File: src/design/eeh_pkg.sv
package eeh_pkg;
	// Memory geometry
	localparam int ADDR_W = 11;
	localparam int DATA_W = 8;
	// Clock
	localparam int CLK_PERIOD_NS = 10;
	// Read access, write pulse and noise filter pulse times
	localparam int READ_ACCESS_NS = 450;
	localparam int READ_ACCESS_CYC = (READ_ACCESS_NS + CLK_PERIOD_NS - 1) / CLK_PERIOD_NS;
	localparam int WRITE_PULSE_NS = 230;
	localparam int WRITE_PULSE_CYC = (WRITE_PULSE_NS + CLK_PERIOD_NS - 1) / CLK_PERIOD_NS;
	localparam int NOISE_PULSE_NS = 20;
	localparam int NOISE_PULSE_CYC = (NOISE_PULSE_NS + CLK_PERIOD_NS - 1) / CLK_PERIOD_NS;
	// Setup and recovery around the strobe
	localparam int SETUP_NS = 10;
	localparam int SETUP_CYC = (SETUP_NS + CLK_PERIOD_NS - 1) / CLK_PERIOD_NS;
	localparam int RECOVERY_NS = 50;
	localparam int RECOVERY_CYC = (RECOVERY_NS + CLK_PERIOD_NS - 1) / CLK_PERIOD_NS;
	// Worst-case programming time
	localparam int WRITE_CYCLE_MS = 10;
	localparam int WRITE_CYCLE_CYC = WRITE_CYCLE_MS * 1000000 / CLK_PERIOD_NS;
	// Host command codes
	localparam logic [1:0] CMD_READ = 2'h0;
	localparam logic [1:0] CMD_WRITE = 2'h1;
	localparam logic [1:0] CMD_WRITE_POLL = 2'h2;
	typedef enum logic [2:0] {
		EEH_IDLE, EEH_SETUP, EEH_READ, EEH_STROBE, EEH_RECOVER, EEH_WAIT, EEH_POLL
	} eeh_state_t;
endpackage

File: src/design/eeh_host.sv
`timescale 1ns/1ps
// Summary of operation
// [RULE1] Each access presents an eleven-bit byte address selecting one of 2048 bytes.
// [RULE2] Chip enable is driven low for every read or write access.
// [RULE3] Chip enable is held high between accesses so the memory rests in standby.
// [RULE4] A read holds chip enable and output enable low and samples the data lines.
// [RULE5] A read ends by returning chip enable and output enable high.
// [RULE6] The memory floats its data lines whenever output enable or chip enable is high.
// [RULE7] A write drives chip enable and write enable low with output enable high.
// [RULE8] The address is stable before the later falling strobe edge.
// [RULE9] The data is stable until the earlier rising strobe edge.
// [RULE10] After a write the memory programs by itself, nominally in 5 ms.
// [RULE11] Without polling the host waits 10 ms before any further access.
// [RULE12] The memory floats its data lines during programming, so the host never drives then; the host drives them for 5 cycles after the strobes rise.
// [RULE13] With polling the host rereads the address until the data matches.
// [RULE14] Write strobes are far longer than the 20 ns noise filter.
// [RULE15] Write enable and chip enable stay high out of reset and between writes.
// [RULE16] With chip enable high the memory is in standby whatever the other strobes.
// [RULE17] No new strobe is issued while programming is in progress; polled writes drop chip enable and output enable to reread during it.
module eeh_host import eeh_pkg::*; #(
	parameter int WAIT_CYC = WRITE_CYCLE_CYC,
	parameter int POLL_LIMIT = 65535
) (
	input wire logic clk,
	input wire logic nrst,
	input wire logic req_valid,
	input wire logic [1:0] req_cmd,
	input wire logic [ADDR_W-1:0] req_addr,
	input wire logic [DATA_W-1:0] req_wdata,
	output logic req_ready,
	output logic rsp_valid,
	output logic [DATA_W-1:0] rsp_rdata,
	output logic rsp_timeout,
	output logic [ADDR_W-1:0] byte_address,
	input wire logic [DATA_W-1:0] data_lines_in,
	output logic [DATA_W-1:0] data_lines_out,
	output logic data_lines_oe,
	output logic ce_n,
	output logic oe_n,
	output logic we_n
);
	// Refuse settings the counters cannot serve; a pulse inside the noise window would never write
	if (WAIT_CYC < 1 || POLL_LIMIT < 1 || WRITE_PULSE_CYC <= NOISE_PULSE_CYC) begin : g_bad_params
		$error("eeh_host: bad parameters");
	end

	////////////////////////////////////////////////////////////////////////////////
	eeh_state_t state, next_state;
	logic [31:0] cnt, next_cnt;
	logic [31:0] polls, next_polls;
	logic [1:0] cmd, next_cmd;
	logic [ADDR_W-1:0] addr, next_addr;
	logic [DATA_W-1:0] wdata, next_wdata, rdata, next_rdata;
	logic ce, next_ce, oe, next_oe, we, next_we, drv, next_drv;
	logic done, next_done, tmo, next_tmo;

	// Next-state logic: one access engine serves reads, writes and polled writes
	always_comb begin
		next_state = state;
		next_cnt = cnt;
		next_polls = polls;
		next_cmd = cmd;
		next_addr = addr;
		next_wdata = wdata;
		next_rdata = rdata;
		next_ce = ce;
		next_oe = oe;
		next_we = we;
		next_drv = drv;
		next_done = 1'b0;
		next_tmo = 1'b0;
		case (state)
			EEH_IDLE: begin
				if (req_valid) begin
					next_addr = req_addr; // [RULE1] [RULE8]
					next_wdata = req_wdata;
					next_polls = '0;
					next_cnt = 32'(SETUP_CYC);
					next_state = EEH_SETUP;
					// Undefined codes are served as reads, so no stray strobe can reach the array
					if (req_cmd == CMD_WRITE || req_cmd == CMD_WRITE_POLL) begin
						next_cmd = req_cmd;
						next_drv = 1'b1;
					end else begin
						next_cmd = CMD_READ;
						next_drv = 1'b0;
					end
				end
			end
			EEH_SETUP: begin
				// Address settles before any strobe falls
				if (cnt <= 32'd1) begin
					next_ce = 1'b1; // [RULE2]
					if (cmd == CMD_READ) begin
						next_oe = 1'b1; // [RULE4]
						next_cnt = 32'(READ_ACCESS_CYC);
						next_state = EEH_READ;
					end else begin
						next_we = 1'b1; // [RULE7] [RULE15]
						next_cnt = 32'(WRITE_PULSE_CYC); // [RULE14]
						next_state = EEH_STROBE;
					end
				end else begin
					next_cnt = cnt - 32'd1;
				end
			end
			EEH_READ: begin
				if (cnt <= 32'd1) begin
					next_rdata = data_lines_in;
					next_ce = 1'b0; // [RULE5] [RULE3]
					next_oe = 1'b0;
					next_cnt = 32'(RECOVERY_CYC);
					next_state = EEH_RECOVER;
				end else begin
					next_cnt = cnt - 32'd1;
				end
			end
			EEH_STROBE: begin
				if (cnt <= 32'd1) begin
					// Both strobes rise together; data still held this edge [RULE9]
					next_we = 1'b0;
					next_ce = 1'b0;
					next_cnt = 32'(RECOVERY_CYC);
					next_state = EEH_RECOVER;
				end else begin
					next_cnt = cnt - 32'd1;
				end
			end
			EEH_RECOVER: begin
				// Data released only after strobes are high, avoiding a hold violation
				if (cnt <= 32'd1) begin
					next_drv = 1'b0; // [RULE12]
					if (cmd == CMD_READ && polls == '0) begin
						next_done = 1'b1;
						next_state = EEH_IDLE;
					end else if (cmd == CMD_WRITE) begin
						next_cnt = 32'(WAIT_CYC); // [RULE10] [RULE11]
						next_cmd = CMD_READ;
						next_state = EEH_WAIT;
					end else if (cmd == CMD_WRITE_POLL) begin
						next_cmd = CMD_READ;
						next_polls = 32'd1;
						next_state = EEH_POLL;
					end else if (rdata == wdata) begin
						next_done = 1'b1; // [RULE13]
						next_state = EEH_IDLE;
					end else if (polls >= 32'(POLL_LIMIT)) begin
						next_done = 1'b1;
						next_tmo = 1'b1;
						next_state = EEH_IDLE;
					end else begin
						next_polls = polls + 32'd1;
						next_state = EEH_POLL;
					end
				end else begin
					next_cnt = cnt - 32'd1;
				end
			end
			EEH_WAIT: begin
				// Blind wait: no strobe until programming must be over [RULE17]
				if (cnt <= 32'd1) begin
					next_done = 1'b1;
					next_state = EEH_IDLE;
				end else begin
					next_cnt = cnt - 32'd1;
				end
			end
			EEH_POLL: begin
				// Reread the written address; the memory only answers once done [RULE13] [RULE17]
				next_cnt = 32'(SETUP_CYC);
				next_state = EEH_SETUP;
			end
			default: next_state = EEH_IDLE;
		endcase
	end

	// State registers
	always_ff @(posedge clk or negedge nrst) begin
		if (!nrst) begin
			state <= EEH_IDLE;
			cnt <= '0;
			polls <= '0;
			cmd <= CMD_READ;
			addr <= '0;
			wdata <= '0;
			rdata <= '0;
			ce <= 1'b0; // [RULE15] [RULE16]
			oe <= 1'b0;
			we <= 1'b0;
			drv <= 1'b0;
			done <= 1'b0;
			tmo <= 1'b0;
		end else begin
			state <= next_state;
			cnt <= next_cnt;
			polls <= next_polls;
			cmd <= next_cmd;
			addr <= next_addr;
			wdata <= next_wdata;
			rdata <= next_rdata;
			ce <= next_ce;
			oe <= next_oe;
			we <= next_we;
			drv <= next_drv;
			done <= next_done;
			tmo <= next_tmo;
		end
	end

	////////////////////////////////////////////////////////////////////////////////
	// Pin and response drive; strobes are active-high internally
	assign req_ready = (state == EEH_IDLE);
	assign rsp_valid = done;
	assign rsp_rdata = rdata;
	assign rsp_timeout = tmo;
	assign byte_address = addr;
	assign data_lines_out = wdata;
	assign data_lines_oe = drv;
	assign ce_n = ~ce;
	assign oe_n = ~oe;
	assign we_n = ~we;

	////////////////////////////////////////////////////////////////////////////////
	chk_no_drive_read: assert property (@(posedge clk) disable iff (!nrst) !(oe && drv)) // [RULE6]
		else $error("data driven while output enable low");
	chk_write_combo: assert property (@(posedge clk) disable iff (!nrst) we |-> (ce && !oe)) // [RULE7]
		else $error("write strobe without chip enable or with output enable");
	chk_write_pulse_len: assert property (@(posedge clk) disable iff (!nrst)
		$rose(we) |-> we [*8]) // [RULE14]
		else $error("write pulse too short");
	chk_data_held: assert property (@(posedge clk) disable iff (!nrst) $fell(we) |-> drv) // [RULE9]
		else $error("data released before strobe rose");
	chk_addr_stable: assert property (@(posedge clk) disable iff (!nrst) ce |-> $stable(addr)) // [RULE8]
		else $error("address moved during access");
	chk_read_ends: assert property (@(posedge clk) disable iff (!nrst)
		(state == EEH_READ && cnt == 32'd1) |=> (!ce && !oe)) // [RULE5]
		else $error("read not ended");
	chk_standby_idle: assert property (@(posedge clk) disable iff (!nrst) (state == EEH_IDLE) |-> !ce) // [RULE3]
		else $error("chip enabled while idle");
	chk_wait_quiet: assert property (@(posedge clk) disable iff (!nrst)
		(state == EEH_WAIT) |-> (!ce && !we && !drv)) // [RULE11]
		else $error("activity during programming wait");
endmodule

File: config.mk
export PLATFORM = sky130hd
export DESIGN_NAME = eeh_host
export DESIGN_NICKNAME = d
export VERILOG_FILES = /design/src/design/eeh_pkg.sv /design/src/design/eeh_host.sv
export SDC_FILE = /design/constraint.sdc
export NUM_CORES = 1
export LEC_CHECK = 0
export CAP_MARGIN = 15
export CORE_ASPECT_RATIO = 1.4
export CORE_MARGIN = 2
export CORE_UTILIZATION = 60
export CTS_CLUSTER_SIZE = 16
export DETAILED_ROUTE_END_ITERATION = 16
export DONT_BUFFER_PORTS = 1
export MAX_ROUTING_LAYER = met4
export PLACE_DENSITY = 0.72
export SETUP_SLACK_MARGIN = 0.2
export SLEW_MARGIN = 20
export SYNTH_ARGS = -nofsm -noshare
export SYNTH_HDL_FRONTEND = slang
export SYNTH_SLANG_ARGS = --single-unit
File: constraint.sdc
create_clock -name clk -period 3.95 [get_ports clk]
set_clock_uncertainty 0.15 [all_clocks]
set_input_delay 0.5925 -clock clk [delete_from_list [all_inputs] [get_ports clk]]
set_output_delay 0.5925 -clock clk [all_outputs]
set_load 0.03 [all_outputs]
==> results by group, run 1 <==
Pwr
  – Leak pwr: 2.653 nW
  – Total chip power: about 3.5 mW
  – Worst IR Drop VDD: 0.3930 mV
  – P per Cell Area: between 500 and 600 mW/mm^2

Finish
  – Antenna fix cells: 0
  – Net count of the finished layout: about 600
  – Cell Count, Final, Fillers Out: around 680
  – Share of final-layout standard cells stronger than drive strength 1: 0.09490
  – Fill cell total of the finished layout: 738
  – Final Cell Area: around 0.006 sq mm
  – Leading cell type in the layout, fill and taps excluded: dfrtp_1
  – Most frequent cells in the layout: 102 x dfrtp_1, 75 x nand2_1, 40 x o21ai_0
  – Area overhead of the layout relative to synthesis: 6.556%

Synth
  – Synth Register Bits: 102
  – Area fraction in compound gates after synthesis: 0.1994
  – Combinational family with the most area after synthesis: simple AND/OR/NAND/NOR gates
  – Average size of a mapped cell: 9.527 sq um
  – Fraction of synthesized cell area in xor and xnor cells: 0.01439
  – Multiplexer share of the synthesized area: 0.02398
  – Count of different cell masters after synthesis: 68
  – Adder-Cell Fraction of Synth Area: 0.02056
  – Synth Area in Simple Gates: 0.2366
  – Area of the mapped netlist: 0.005478 sq mm
  – Syn Nets: 616
  – Share of the yosys chip area belonging to registers: 0.4660
  – Synth async-reset ratio: 1.000
  – Number of warnings reported in the yosys synthesis log: 0
  – Most used flip-flop cell after synthesis: dfrtp_1
  – Syn Inst Count: 575
  – EDFF count, synth: 0

GRT
  – Grt ovf: 0
  – Pin count of the biggest net entering global routing: 103
  – Antenna violations before repair: 0
  – Total GRT Usage: 0.2735
  – Number of global-route vias before repair: 4354
  – Wire length of the first global-routing pass: roughly 21000 um

Clock tree
  – Clock insertion delay at the later pin of the skew report: about 0.35 ns
  – Clock-pin slew reported for the worst setup and hold paths after clock tree synthesis: 0.07 ns
  – CTS H-tree depth: 3
  – Root Buffer: clkbuf_16
  – Number of clock buffers inserted by TritonCTS: 9
  – Max Root-Sink Buffers: 2
  – Clock sink total: 102
  – CTS tree: built
  – Post-CTS Repair Setup Buffers: 0

Place
  – DP Wirelength: approximately 8600 um
  – Placer's final routability congestion estimate: 0.8659
  – Setup Slack @ Placement: about 0.84 ns
  – Count of port buffers added during placement: 0
  – Cell area reported after detailed placement: ~0.0055 sq mm
  – Cell total after placement: 659

STA
  – # setup viols final: 0
  – Final worst-path cycle share: 0.7950
  – Slew headroom: 0.4489
  – Unrepaired setup endpoints after global routing: no
  – Number of hold violations in the final report: 0
  – Upper clock frequency limit: 318.4 MHz
  – Setup TNS: 0 ns
  – Final Critical Period: roughly 3.1 ns
  – Transition at the pin with the smallest max-transition slack: 0.8267 ns
  – Post-route worst setup slack: 0.8097 ns
  – Number of slew-limit violations in the final report: 0

Routing
  – Post-route DRC violation count: 0
  – Mean routed wirelength per cell: 18.70 um
  – Number of iterations in the first detailed-routing pass: 5
  – Number of vias in the routed layout: 4454
  – Final ANT Viol Nets: 0
  – WL final: 12640 um
  – Via density per instance: about 6.6
  – Starting DRC count in detailed routing: between 300 and 400

Setup path
  – Worst reg2reg endpoint: cnt[30]$_DFFE_PN0P_
  – Internal reg-to-reg setup slack: just over 0.8 ns
  – Crit-path max FO: 10
  – Startpoint of the most critical register-to-register path: cnt[0]$_DFFE_PN0P_
  – Worst reg2reg path depth: 8
  – End point of the critical path: cnt[30]$_DFFE_PN0P_
  – Critical-path cell with the highest stage delay: or3b_2
  – CP Class: register to register
  – Chain of cells forming the critical path: inv_1, ha_1, or3b_2, nor3_1, nand3_1, o31ai_1, o22ai_1, a31o_2
  – Critical Path Max Stage Delay: 0.53 ns
  – Crit start category: register
  – Kind of capture point of the worst setup path: register
  – WP data required: 4.04 ns
  – Data arrival time of the worst path: 3.23 ns
  – Worst setup path startpoint: cnt[0]$_DFFE_PN0P_

Run status
  – Status: complete, no violations

Run
  – Number of max-cap violations: 0

Floorplan
  – Horizontal extent of the die: 84.76 um
  – Rows: a little over 40
  – Die Span Y: 117.1 um
  – Initial cell density of the core: 0.6137
  – Number of ports placed on the die boundary: 66
  – Floorplan core area: 0.008926 sq mm
  – Area of the die: 0.009921 sq mm

Worst hold path
  – Class of the tightest hold or removal check: primary input to async pin
==> worst max-delay path: cells and delay by family, from the launching register on <==
family	cells	cell delay, ns
flops	1	0.44
buf+inv	1	0.08
compound gates	3	0.72
fa+ha+maj	1	0.26
simple gates	3	1.37
==> worst min path at each step <==
stage	from	endpoint	slack [ns]	depth (start not counted)
after CTS	nrst	cnt[9]$_DFFE_PN0P_	0.04	1
after floorplan	nrst	byte_address[0]$_DFFE_PN0P_	0.15	0
after global placement	nrst	cnt[9]$_DFFE_PN0P_	0.15	0
after global routing	nrst	cnt[9]$_DFFE_PN0P_	0.06	1
final	nrst	cnt[9]$_DFFE_PN0P_	0.004	1
after detailed placement	nrst	cnt[9]$_DFFE_PN0P_	0.15	0
==> report_power, final <==
group / switching [mW] / leakage [nW] / internal [mW]
clock network: 0.416 / 0.135 / 0.456
logic: 0.566 / 1.17 / 0.379
registers: 0.381 / 1.35 / 1.26
total: 1.36 / 2.65 / 2.10
==> synth_stat cells, types with 3 or more instances <==
cell type | number | share of area
nand2_1 | 75 | 0.051
o31ai_1 | 5 | 0.0069
a31oi_1 | 9 | 0.010
nand2b_1 | 5 | 0.0057
a22o_1 | 25 | 0.040
mux2i_1 | 3 | 0.0055
a21oi_1 | 28 | 0.026
inv_1 | 14 | 0.0096
xor2_1 | 9 | 0.014
mux2_2 | 8 | 0.016
and3_1 | 7 | 0.0080
o21ai_0 | 40 | 0.037
nand3_1 | 8 | 0.0073
o22a_1 | 3 | 0.0048
o22ai_1 | 3 | 0.0034
buf_2 | 6 | 0.0055
or3_1 | 5 | 0.0057
nor2b_1 | 11 | 0.013
and4_1 | 3 | 0.0048
o21a_1 | 8 | 0.011
nand4_1 | 9 | 0.010
dfrtp_1 | 102 | 0.47
a21o_1 | 3 | 0.0041
nor4_1 | 24 | 0.027
and2_1 | 6 | 0.0069
nor4b_1 | 4 | 0.0064
o21bai_1 | 5 | 0.0069
or4_1 | 3 | 0.0041
nor2_1 | 37 | 0.025
nor3_1 | 28 | 0.026
clkbuf_1 | 20 | 0.014
buf_6 | 3 | 0.0062
ha_1 | 9 | 0.021
a41oi_1 | 4 | 0.0064
==> per-stage QoR <==
stage	util	hold WS [ns]
CTS	0.6539	0.03795
floorplan	-	0.1469
global route	0.6539	0.05693
global placement	0.6180	0.1489
detailed placement	0.6180	0.1494
finish	0.6539	0.004391
==> cell families after synthesis <==
group / Yosys count
AND/OR/NAND/NOR: 242
AO/OA/AOI/OAI: 156
flip-flops: 102
buffers and inverters: 45
multiplexers: 12
XOR/XNOR: 9
adder cells (fa/ha/maj): 9
==> per-layer routing <==
metal,global-route usage,share of wire
met1,0.3206,0.40
met2,0.4593,0.52
met3,0.03857,0.047
met4,0.1460,0.028
met5,-,0
==> cell type report <==
type	instances	area, sq um	area share
clock buffer	10	239.0	0.04094
sequential	102	2552	0.4373
clock inverter	6	53.80	0.009218
inverter	14	52.55	0.009003
tap	107	133.9	0.02294
timing repair buffer	9	87.58	0.01501
multi-input combinational	428	2718	0.4656
==> repair_timing <==
item,CTS,global route
hold buffers,1,0
hold endpoints to repair,102,0
gates resized for setup,0,0
==> sequential cells by signal, summed over array words and instances, names as in the netlist <==
signal / flops
ce: 1
data_lines_out: 8
data_lines_oe: 1
rsp_timeout: 1
rsp_valid: 1
polls: 32
we: 1
oe: 1
state: 3
byte_address: 11
cmd: 2
rsp_rdata: 8
cnt: 32
No activity file was read; power rests on OpenSTA's default activity.
==> run 2: changes to the inputs <==
Clock period 3.95 ns to 3.2 ns, I/O delays scaled along.
==> run 2 against run 1 <==
Net effect: the flow now finishes with violations (negative hold slack); sequential power rose by 24%; register-to-register slack got worse by 0.49 ns; maximum frequency rose by 8.9%; non-clock buffer count rose by 14; clock power rose by 20%; cell count rose by 2.1%; cell area rose by 1.6%; critical path depth fell by 2; global-route usage rose by 1.0 points; worst setup slack got worse by 0.49 ns; utilization rose by 1.0 points; critical path type unchanged; largest power group unchanged.
==> results by group, run 2 (synthesis gave the netlist of run 1 again) <==
Finish
  – Final Cell Area: 0.005928 sq mm (+1.6%)
  – Antenna fix cells: 0 (unchanged)
  – Most frequent cells in the layout: 102 x dfrtp_1, 75 x nand2_1, 40 x o21ai_0
  – Net count of the finished layout: 619 (+2.3%)
  – Share of final-layout standard cells stronger than drive strength 1: 0.1184 (+0.02345)
  – Area overhead of the layout relative to synthesis: 8.223%
  – Leading cell type in the layout, fill and taps excluded: dfrtp_1

Clock tree
  – Clock-pin slew reported for the worst setup and hold paths after clock tree synthesis: 0.07 ns (about the same)
  – Number of clock buffers inserted by TritonCTS: 9 (unchanged)
  – CTS tree: built
  – Root Buffer: clkbuf_16
  – Max Root-Sink Buffers: 2 (unchanged)
  – Clock sink total: 102 (unchanged)
  – CTS H-tree depth: 3 (unchanged)
  – Clock insertion delay at the later pin of the skew report: 0.35 ns (about the same)

Pwr
  – Worst IR Drop VDD: 0.5951 mV (+51%)
  – P per Cell Area: 719.6 mW/mm^2 (+21%)
  – Leak pwr: 2.725 nW (+2.7%)

STA
  – Slew headroom: 0.5578 (+0.1089)
  – Setup TNS: 0 ns (unchanged)
  – Unrepaired setup endpoints after global routing: yes
  – Number of slew-limit violations in the final report: 0 (unchanged)
  – Number of hold violations in the final report: 102 (+102)
  – Upper clock frequency limit: 346.8 MHz (+8.9%)
  – Transition at the pin with the smallest max-transition slack: 0.6541 ns (-0.1726 ns)
  – Final worst-path cycle share: 0.9012 (+0.1062)
  – Worst Hold Slack: -0.3338 ns (-0.3382 ns)
  – Final Critical Period: 2.884 ns (-0.2565 ns)
  – # setup viols final: 0 (unchanged)

Routing
  – WL final: 12840 um (+1.6%)
  – Final ANT Viol Nets: 0 (unchanged)
  – Number of vias in the routed layout: 4457 (+0.067%)
  – Via density per instance: 6.459 (-2.0%)
  – Post-route DRC violation count: 0 (unchanged)
  – Mean routed wirelength per cell: 18.61 um (-0.48%)
  – Starting DRC count in detailed routing: 283 (-26%)
  – Number of iterations in the first detailed-routing pass: 4 (-1)

Place
  – DP Wirelength: 8963 um (+4.4%)
  – Cell area reported after detailed placement: 0.005627 sq mm (+2.0%)
  – Placer's final routability congestion estimate: 0.8603 (-0.65%)
  – Count of port buffers added during placement: 0 (unchanged)

Floorplan
  – Rows: 41 (unchanged)
  – Number of ports placed on the die boundary: 66 (unchanged)
  – Horizontal extent of the die: 84.76 um (unchanged)
  – Die Span Y: 117.1 um (unchanged)
  – Floorplan core area: 0.008926 sq mm (unchanged)
  – Initial cell density of the core: 0.6137 (unchanged)
  – Area of the die: 0.009921 sq mm (unchanged)

Setup path
  – Crit-path max FO: 17 (+7)
  – Internal reg-to-reg setup slack: 0.32 ns (-0.49 ns)
  – CP Class: register to register
  – Crit start category: register
  – WP data required: 3.29 ns (-0.75 ns)
  – Kind of capture point of the worst setup path: register
  – Worst reg2reg endpoint: cnt[20]$_DFFE_PN0P_
  – End point of the critical path: cnt[20]$_DFFE_PN0P_
  – Data arrival time of the worst path: 2.98 ns (-0.25 ns)
  – Worst setup path startpoint: cnt[11]$_DFFE_PN0P_
  – Startpoint of the most critical register-to-register path: cnt[11]$_DFFE_PN0P_
  – Worst reg2reg path depth: 6 (-2)

GRT
  – Grt ovf: 0 (unchanged)
  – Total GRT Usage: 0.2835 (+0.009977)
  – Wire length of the first global-routing pass: 21700 um (+4.0%)
  – Number of global-route vias before repair: 4584 (+5.3%)
  – Antenna violations before repair: 0 (unchanged)
  – Pin count of the biggest net entering global routing: 103 (unchanged)

Run status
  – Violated checks: negative hold slack
  – Status: complete, but fails checks

Run
  – Number of max-cap violations: 0 (unchanged)

Worst hold path
  – Class of the tightest hold or removal check: primary input to async pin
-- run 2: worst max-delay path, stage by stage (launching register included) --
cell and delay [ns]:
dfrtp_1 0.45, or4_4 0.61, or4_4 0.49, o41ai_2 0.30
a31o_2 0.36, nor2_4 0.14, a32o_1 0.28
-- run 2: layout make-up --
type | instances | area (sq um)
inverter | 14 | 52.55
clock buffer | 9 | 225.2
sequential | 102 | 2552
multi-input combinational | 428 | 2723
clock inverter | 7 | 56.30
tap | 107 | 133.9
fill | 728 | 2998
timing repair buffer | 23 | 185.2
-- run 2: power by group --
group          internal (mW)  total [mW]  leakage, nW  switching (mW)
registers               1.56        2.03         1.35           0.468
clock network          0.539        1.05        0.142           0.513
logic                  0.489        1.19         1.24           0.699
-- run 2: timing repair --
item	in CTS	in global routing
setup endpoints to repair	0	28
endpoints found under the hold margin	102	102
resized for setup	0	1
buffers inserted	0	2
-- run 2: layer usage --
metal / vias up / global-route usage / part of all wire
met5: - / - / 0
met4: 0 / 0.1460 / 0.038
met3: 35 / 0.04698 / 0.042
met2: 140 / 0.4724 / 0.50
met1: 2153 / 0.3330 / 0.42
li1: 2129 / - / -
-- run 2: worst min path at each step --
stage | end | slack [ns] | startpoint
after floorplan | byte_address[0]$_DFFE_PN0P_ | 0.03 | nrst
after global placement | cnt[5]$_DFFE_PN0P_ | 0.04 | nrst
after detailed placement | cnt[4]$_DFFE_PN0P_ | 0.04 | nrst
after CTS | rsp_rdata[6]$_DFFE_PN0P_ | -0.34 | nrst
after global routing | cnt[5]$_DFFE_PN0P_ | -0.34 | nrst
final | cnt[4]$_DFFE_PN0P_ | -0.33 | nrst
-- run 2: per-stage QoR --
step                      hold WS [ns]    util  worst slack (ns)  power (mW)  std cells
after global routing           -0.3434  0.6641            0.1949       4.510        690
after floorplan                0.03441       -            0.5258       2.885        575
after detailed placement       0.03697  0.6304            0.3210       3.214        672
final                          -0.3338  0.6641            0.3162       4.266        690
after CTS                      -0.3388  0.6619            0.3231       4.276        688
after global placement         0.03658  0.6304            0.3732       3.160        672
==> run 3: changes to the inputs <==
Settings changed: CORE_ASPECT_RATIO 1.4 to not set, PLACE_DENSITY 0.72 to 0.76.
==> run 3 against run 2 <==
Net effect: the flow now finishes without violations; hold slack better by 0.38 ns; first-iteration DRC count up 10%; clock-buffer cell count unchanged; wire length down 2.0%; sequential share of layout area up 0.13 points; die area down 0.11%; largest power group unchanged.
==> results by group, run 3 (synthesis gave the netlist of run 1 again) <==
STA
  – Number of hold violations in the final report: 0 (-100%)
  – Final Critical Period: 2.895 ns (+0.01121 ns)
  – # setup viols final: 0 (unchanged)
  – Unrepaired setup endpoints after global routing: yes
  – Slew headroom: 0.5582 (about the same)
  – Upper clock frequency limit: 345.4 MHz (-0.39%)
  – Post-route worst setup slack: 0.3050 ns (-0.01122 ns)
  – Transition at the pin with the smallest max-transition slack: 0.6614 ns (+0.007263 ns)
  – Final worst-path cycle share: 0.9047 (+0.003505)
  – Setup TNS: 0 ns (unchanged)
  – Worst Hold Slack: 0.04141 ns (+0.3752 ns)
  – Number of slew-limit violations in the final report: 0 (unchanged)

Finish
  – Sequential cell area: 0.002552 sq mm (unchanged)
  – Net count of the finished layout: 622 (+0.48%)
  – Leading cell type in the layout, fill and taps excluded: dfrtp_1
  – Most frequent cells in the layout: 102 x dfrtp_1, 75 x nand2_1, 40 x o21ai_0
  – Post-layout util: 0.6712 (+0.007069)
  – Area overhead of the layout relative to synthesis: 7.903%
  – Antenna fix cells: 0 (unchanged)
  – Combined area of the multi-input logic cells: 0.002735 sq mm (+0.46%)
  – Share of final-layout standard cells stronger than drive strength 1: 0.1195 (+0.001101)
  – Fill cell total of the finished layout: 681 (-6.5%)

Setup path
  – Worst reg2reg endpoint: cnt[1]$_DFFE_PN0P_
  – Buffers & Inverters on Critical Path: 1 (+1)
  – Crit-path max FO: 14 (-3)
  – Worst setup path startpoint: cnt[11]$_DFFE_PN0P_
  – CP Class: register to register
  – Cell family with most CP delay: simple AND/OR/NAND/NOR gates
  – Worst reg2reg path depth: 6 (unchanged)
  – Chain of cells forming the critical path: or4_4, or4_4, o41ai_2, a31oi_2, buf_4, mux2_1
  – Startpoint of the most critical register-to-register path: cnt[11]$_DFFE_PN0P_
  – WP data required: 3.32 ns (+0.03 ns)
  – Critical-path cell with the highest stage delay: or4_4
  – Internal reg-to-reg setup slack: 0.30 ns (about the same)
  – Cell repeated most along the worst path: or4_4
  – Data arrival time of the worst path: 3.01 ns (+0.03 ns)
  – Crit start category: register
  – Kind of capture point of the worst setup path: register
  – Critical Path Max Stage Delay: 0.60 ns (about the same)

Routing
  – Number of iterations in the first detailed-routing pass: 6 (+2)
  – Starting DRC count in detailed routing: 312 (+10%)
  – Via density per instance: 6.509 (+0.76%)
  – Mean routed wirelength per cell: 18.13 um (-2.6%)
  – Number of vias in the routed layout: 4517 (+1.3%)
  – Final ANT Viol Nets: 0 (unchanged)
  – WL final: 12580 um (-2.0%)
  – Post-route DRC violation count: 0 (unchanged)

Pwr
  – Leak pwr: 2.713 nW (-0.41%)
  – P per Cell Area: 692.5 mW/mm^2 (-3.8%)
  – Worst IR Drop VDD: 0.4685 mV (-21%)
  – Internal Pwr Total: 2.370 mW (-8.3%)
  – Total chip power: 4.093 mW (-4.1%)
  – Clock power share: 0.212 (-0.035)
  – Gate power share: 0.292 (+0.013)
  – Net switching power of the design: 1.723 mW (+2.6%)
  – Switching share of power: 0.4210 (+0.02713)
  – Seq pwr share: 0.497 (+0.022)

GRT
  – Total GRT Usage: 0.2704 (-0.01308)
  – Wire length of the first global-routing pass: 20900 um (-3.7%)
  – Antenna violations before repair: 0 (unchanged)
  – Pin count of the biggest net entering global routing: 103 (unchanged)
  – Grt ovf: 0 (unchanged)
  – Number of global-route vias before repair: 4421 (-3.6%)

Floorplan
  – Die Span Y: 99.55 um (-15%)
  – Number of ports placed on the die boundary: 66 (unchanged)
  – Horizontal extent of the die: 99.55 um (+17%)
  – Floorplan core area: 0.008806 sq mm (-1.3%)
  – Area of the die: 0.009910 sq mm (-0.11%)
  – Rows: 34 (-17%)
  – Initial cell density of the core: 0.6221 (+0.008371)

Clock tree
  – CTS H-tree depth: 3 (unchanged)
  – Clock insertion delay at the later pin of the skew report: 0.39 ns (+0.04 ns)
  – Max Root-Sink Buffers: 2 (unchanged)
  – Clock sink total: 102 (unchanged)
  – CTS tree: built
  – Root Buffer: clkbuf_8
  – Number of clock buffers inserted by TritonCTS: 9 (unchanged)
  – Clock-pin slew reported for the worst setup and hold paths after clock tree synthesis: 0.13 ns (+0.06 ns)

Run
  – Number of max-cap violations: 0 (unchanged)

Place
  – Count of port buffers added during placement: 0 (unchanged)
  – Setup Slack @ Placement: 0.2286 ns (-0.09241 ns)
  – DP Wirelength: 8500 um (-5.2%)
  – Placer's final routability congestion estimate: 0.8781 (+2.1%)

Worst hold path
  – Class of the tightest hold or removal check: primary input to register
  – Cells on Worst Hold Path: 2
  – Critical hold path startpoint: req_wdata[2]
  – WHS Endpoint: data_lines_out[2]$_DFFE_PN0P_

Run status
  – Status: complete, no violations
## run 3: worst max path at each step
stage	slack, ns	cells after the start	end
6_report	0.30	6	cnt[1]$_DFFE_PN0P_
5_1_grt	0.17	9	polls[25]$_DFFE_PN0P_
3_3_place_gp	0.30	6	polls[0]$_DFFE_PN0P_
3_5_place_dp	0.23	6	polls[5]$_DFFE_PN0P_
2_1_floorplan	0.53	9	cnt[10]$_DFFE_PN0P_
4_1_cts	0.22	6	polls[0]$_DFFE_PN0P_
## run 3: worst register-to-register path, cell delays in order, from the launching register on
cell and delay (ns):
dfrtp_1 0.46, or4_4 0.60, or4_4 0.49, o41ai_2 0.37, a31oi_2 0.18, buf_4 0.22
mux2_1 0.32
## run 3: layout make-up
cell class	instances	area share
clock buffers	9	0.02096
clock inverters	7	0.01715
inverters	14	0.008891
multi-input cells	429	0.4627
flip-flops and latches	102	0.4318
well taps	108	0.02286
repair buffers	25	0.03556
## run 3: through the flow
stage               cell area [sq um]  std cells
finish                           5911        694
global route                     5911        694
CTS                              5878        691
detailed placement               5615        673
global placement                 5615        673
floorplan                        5478        575
## run 3: power by group through the flow
stage          sequential (mW)  clock [mW]  combinational [mW]
2_1_floorplan             1.94           0               0.946
3_3_place_gp              2.02           0                1.10
3_5_place_dp              2.04           0                1.14
4_1_cts                   2.02       0.886                1.18
5_1_grt                   2.08       0.935                1.33
6_report                  2.03       0.867                1.19
## run 3: timing repair
action	4_1_cts	5_1_grt
endpoints found under the setup margin	0	36
buffers inserted	0	2
hold buffers	2	0
endpoints found under the hold margin	102	0
gates resized for setup	0	1
## run 3: layer usage
metal,vias to the layer above,track usage,share of wire
met5,-,-,0
met4,0,0.07271,0.011
met3,17,0.06887,0.070
met2,175,0.3986,0.47
met1,2182,0.3765,0.45
li1,2143,-,-
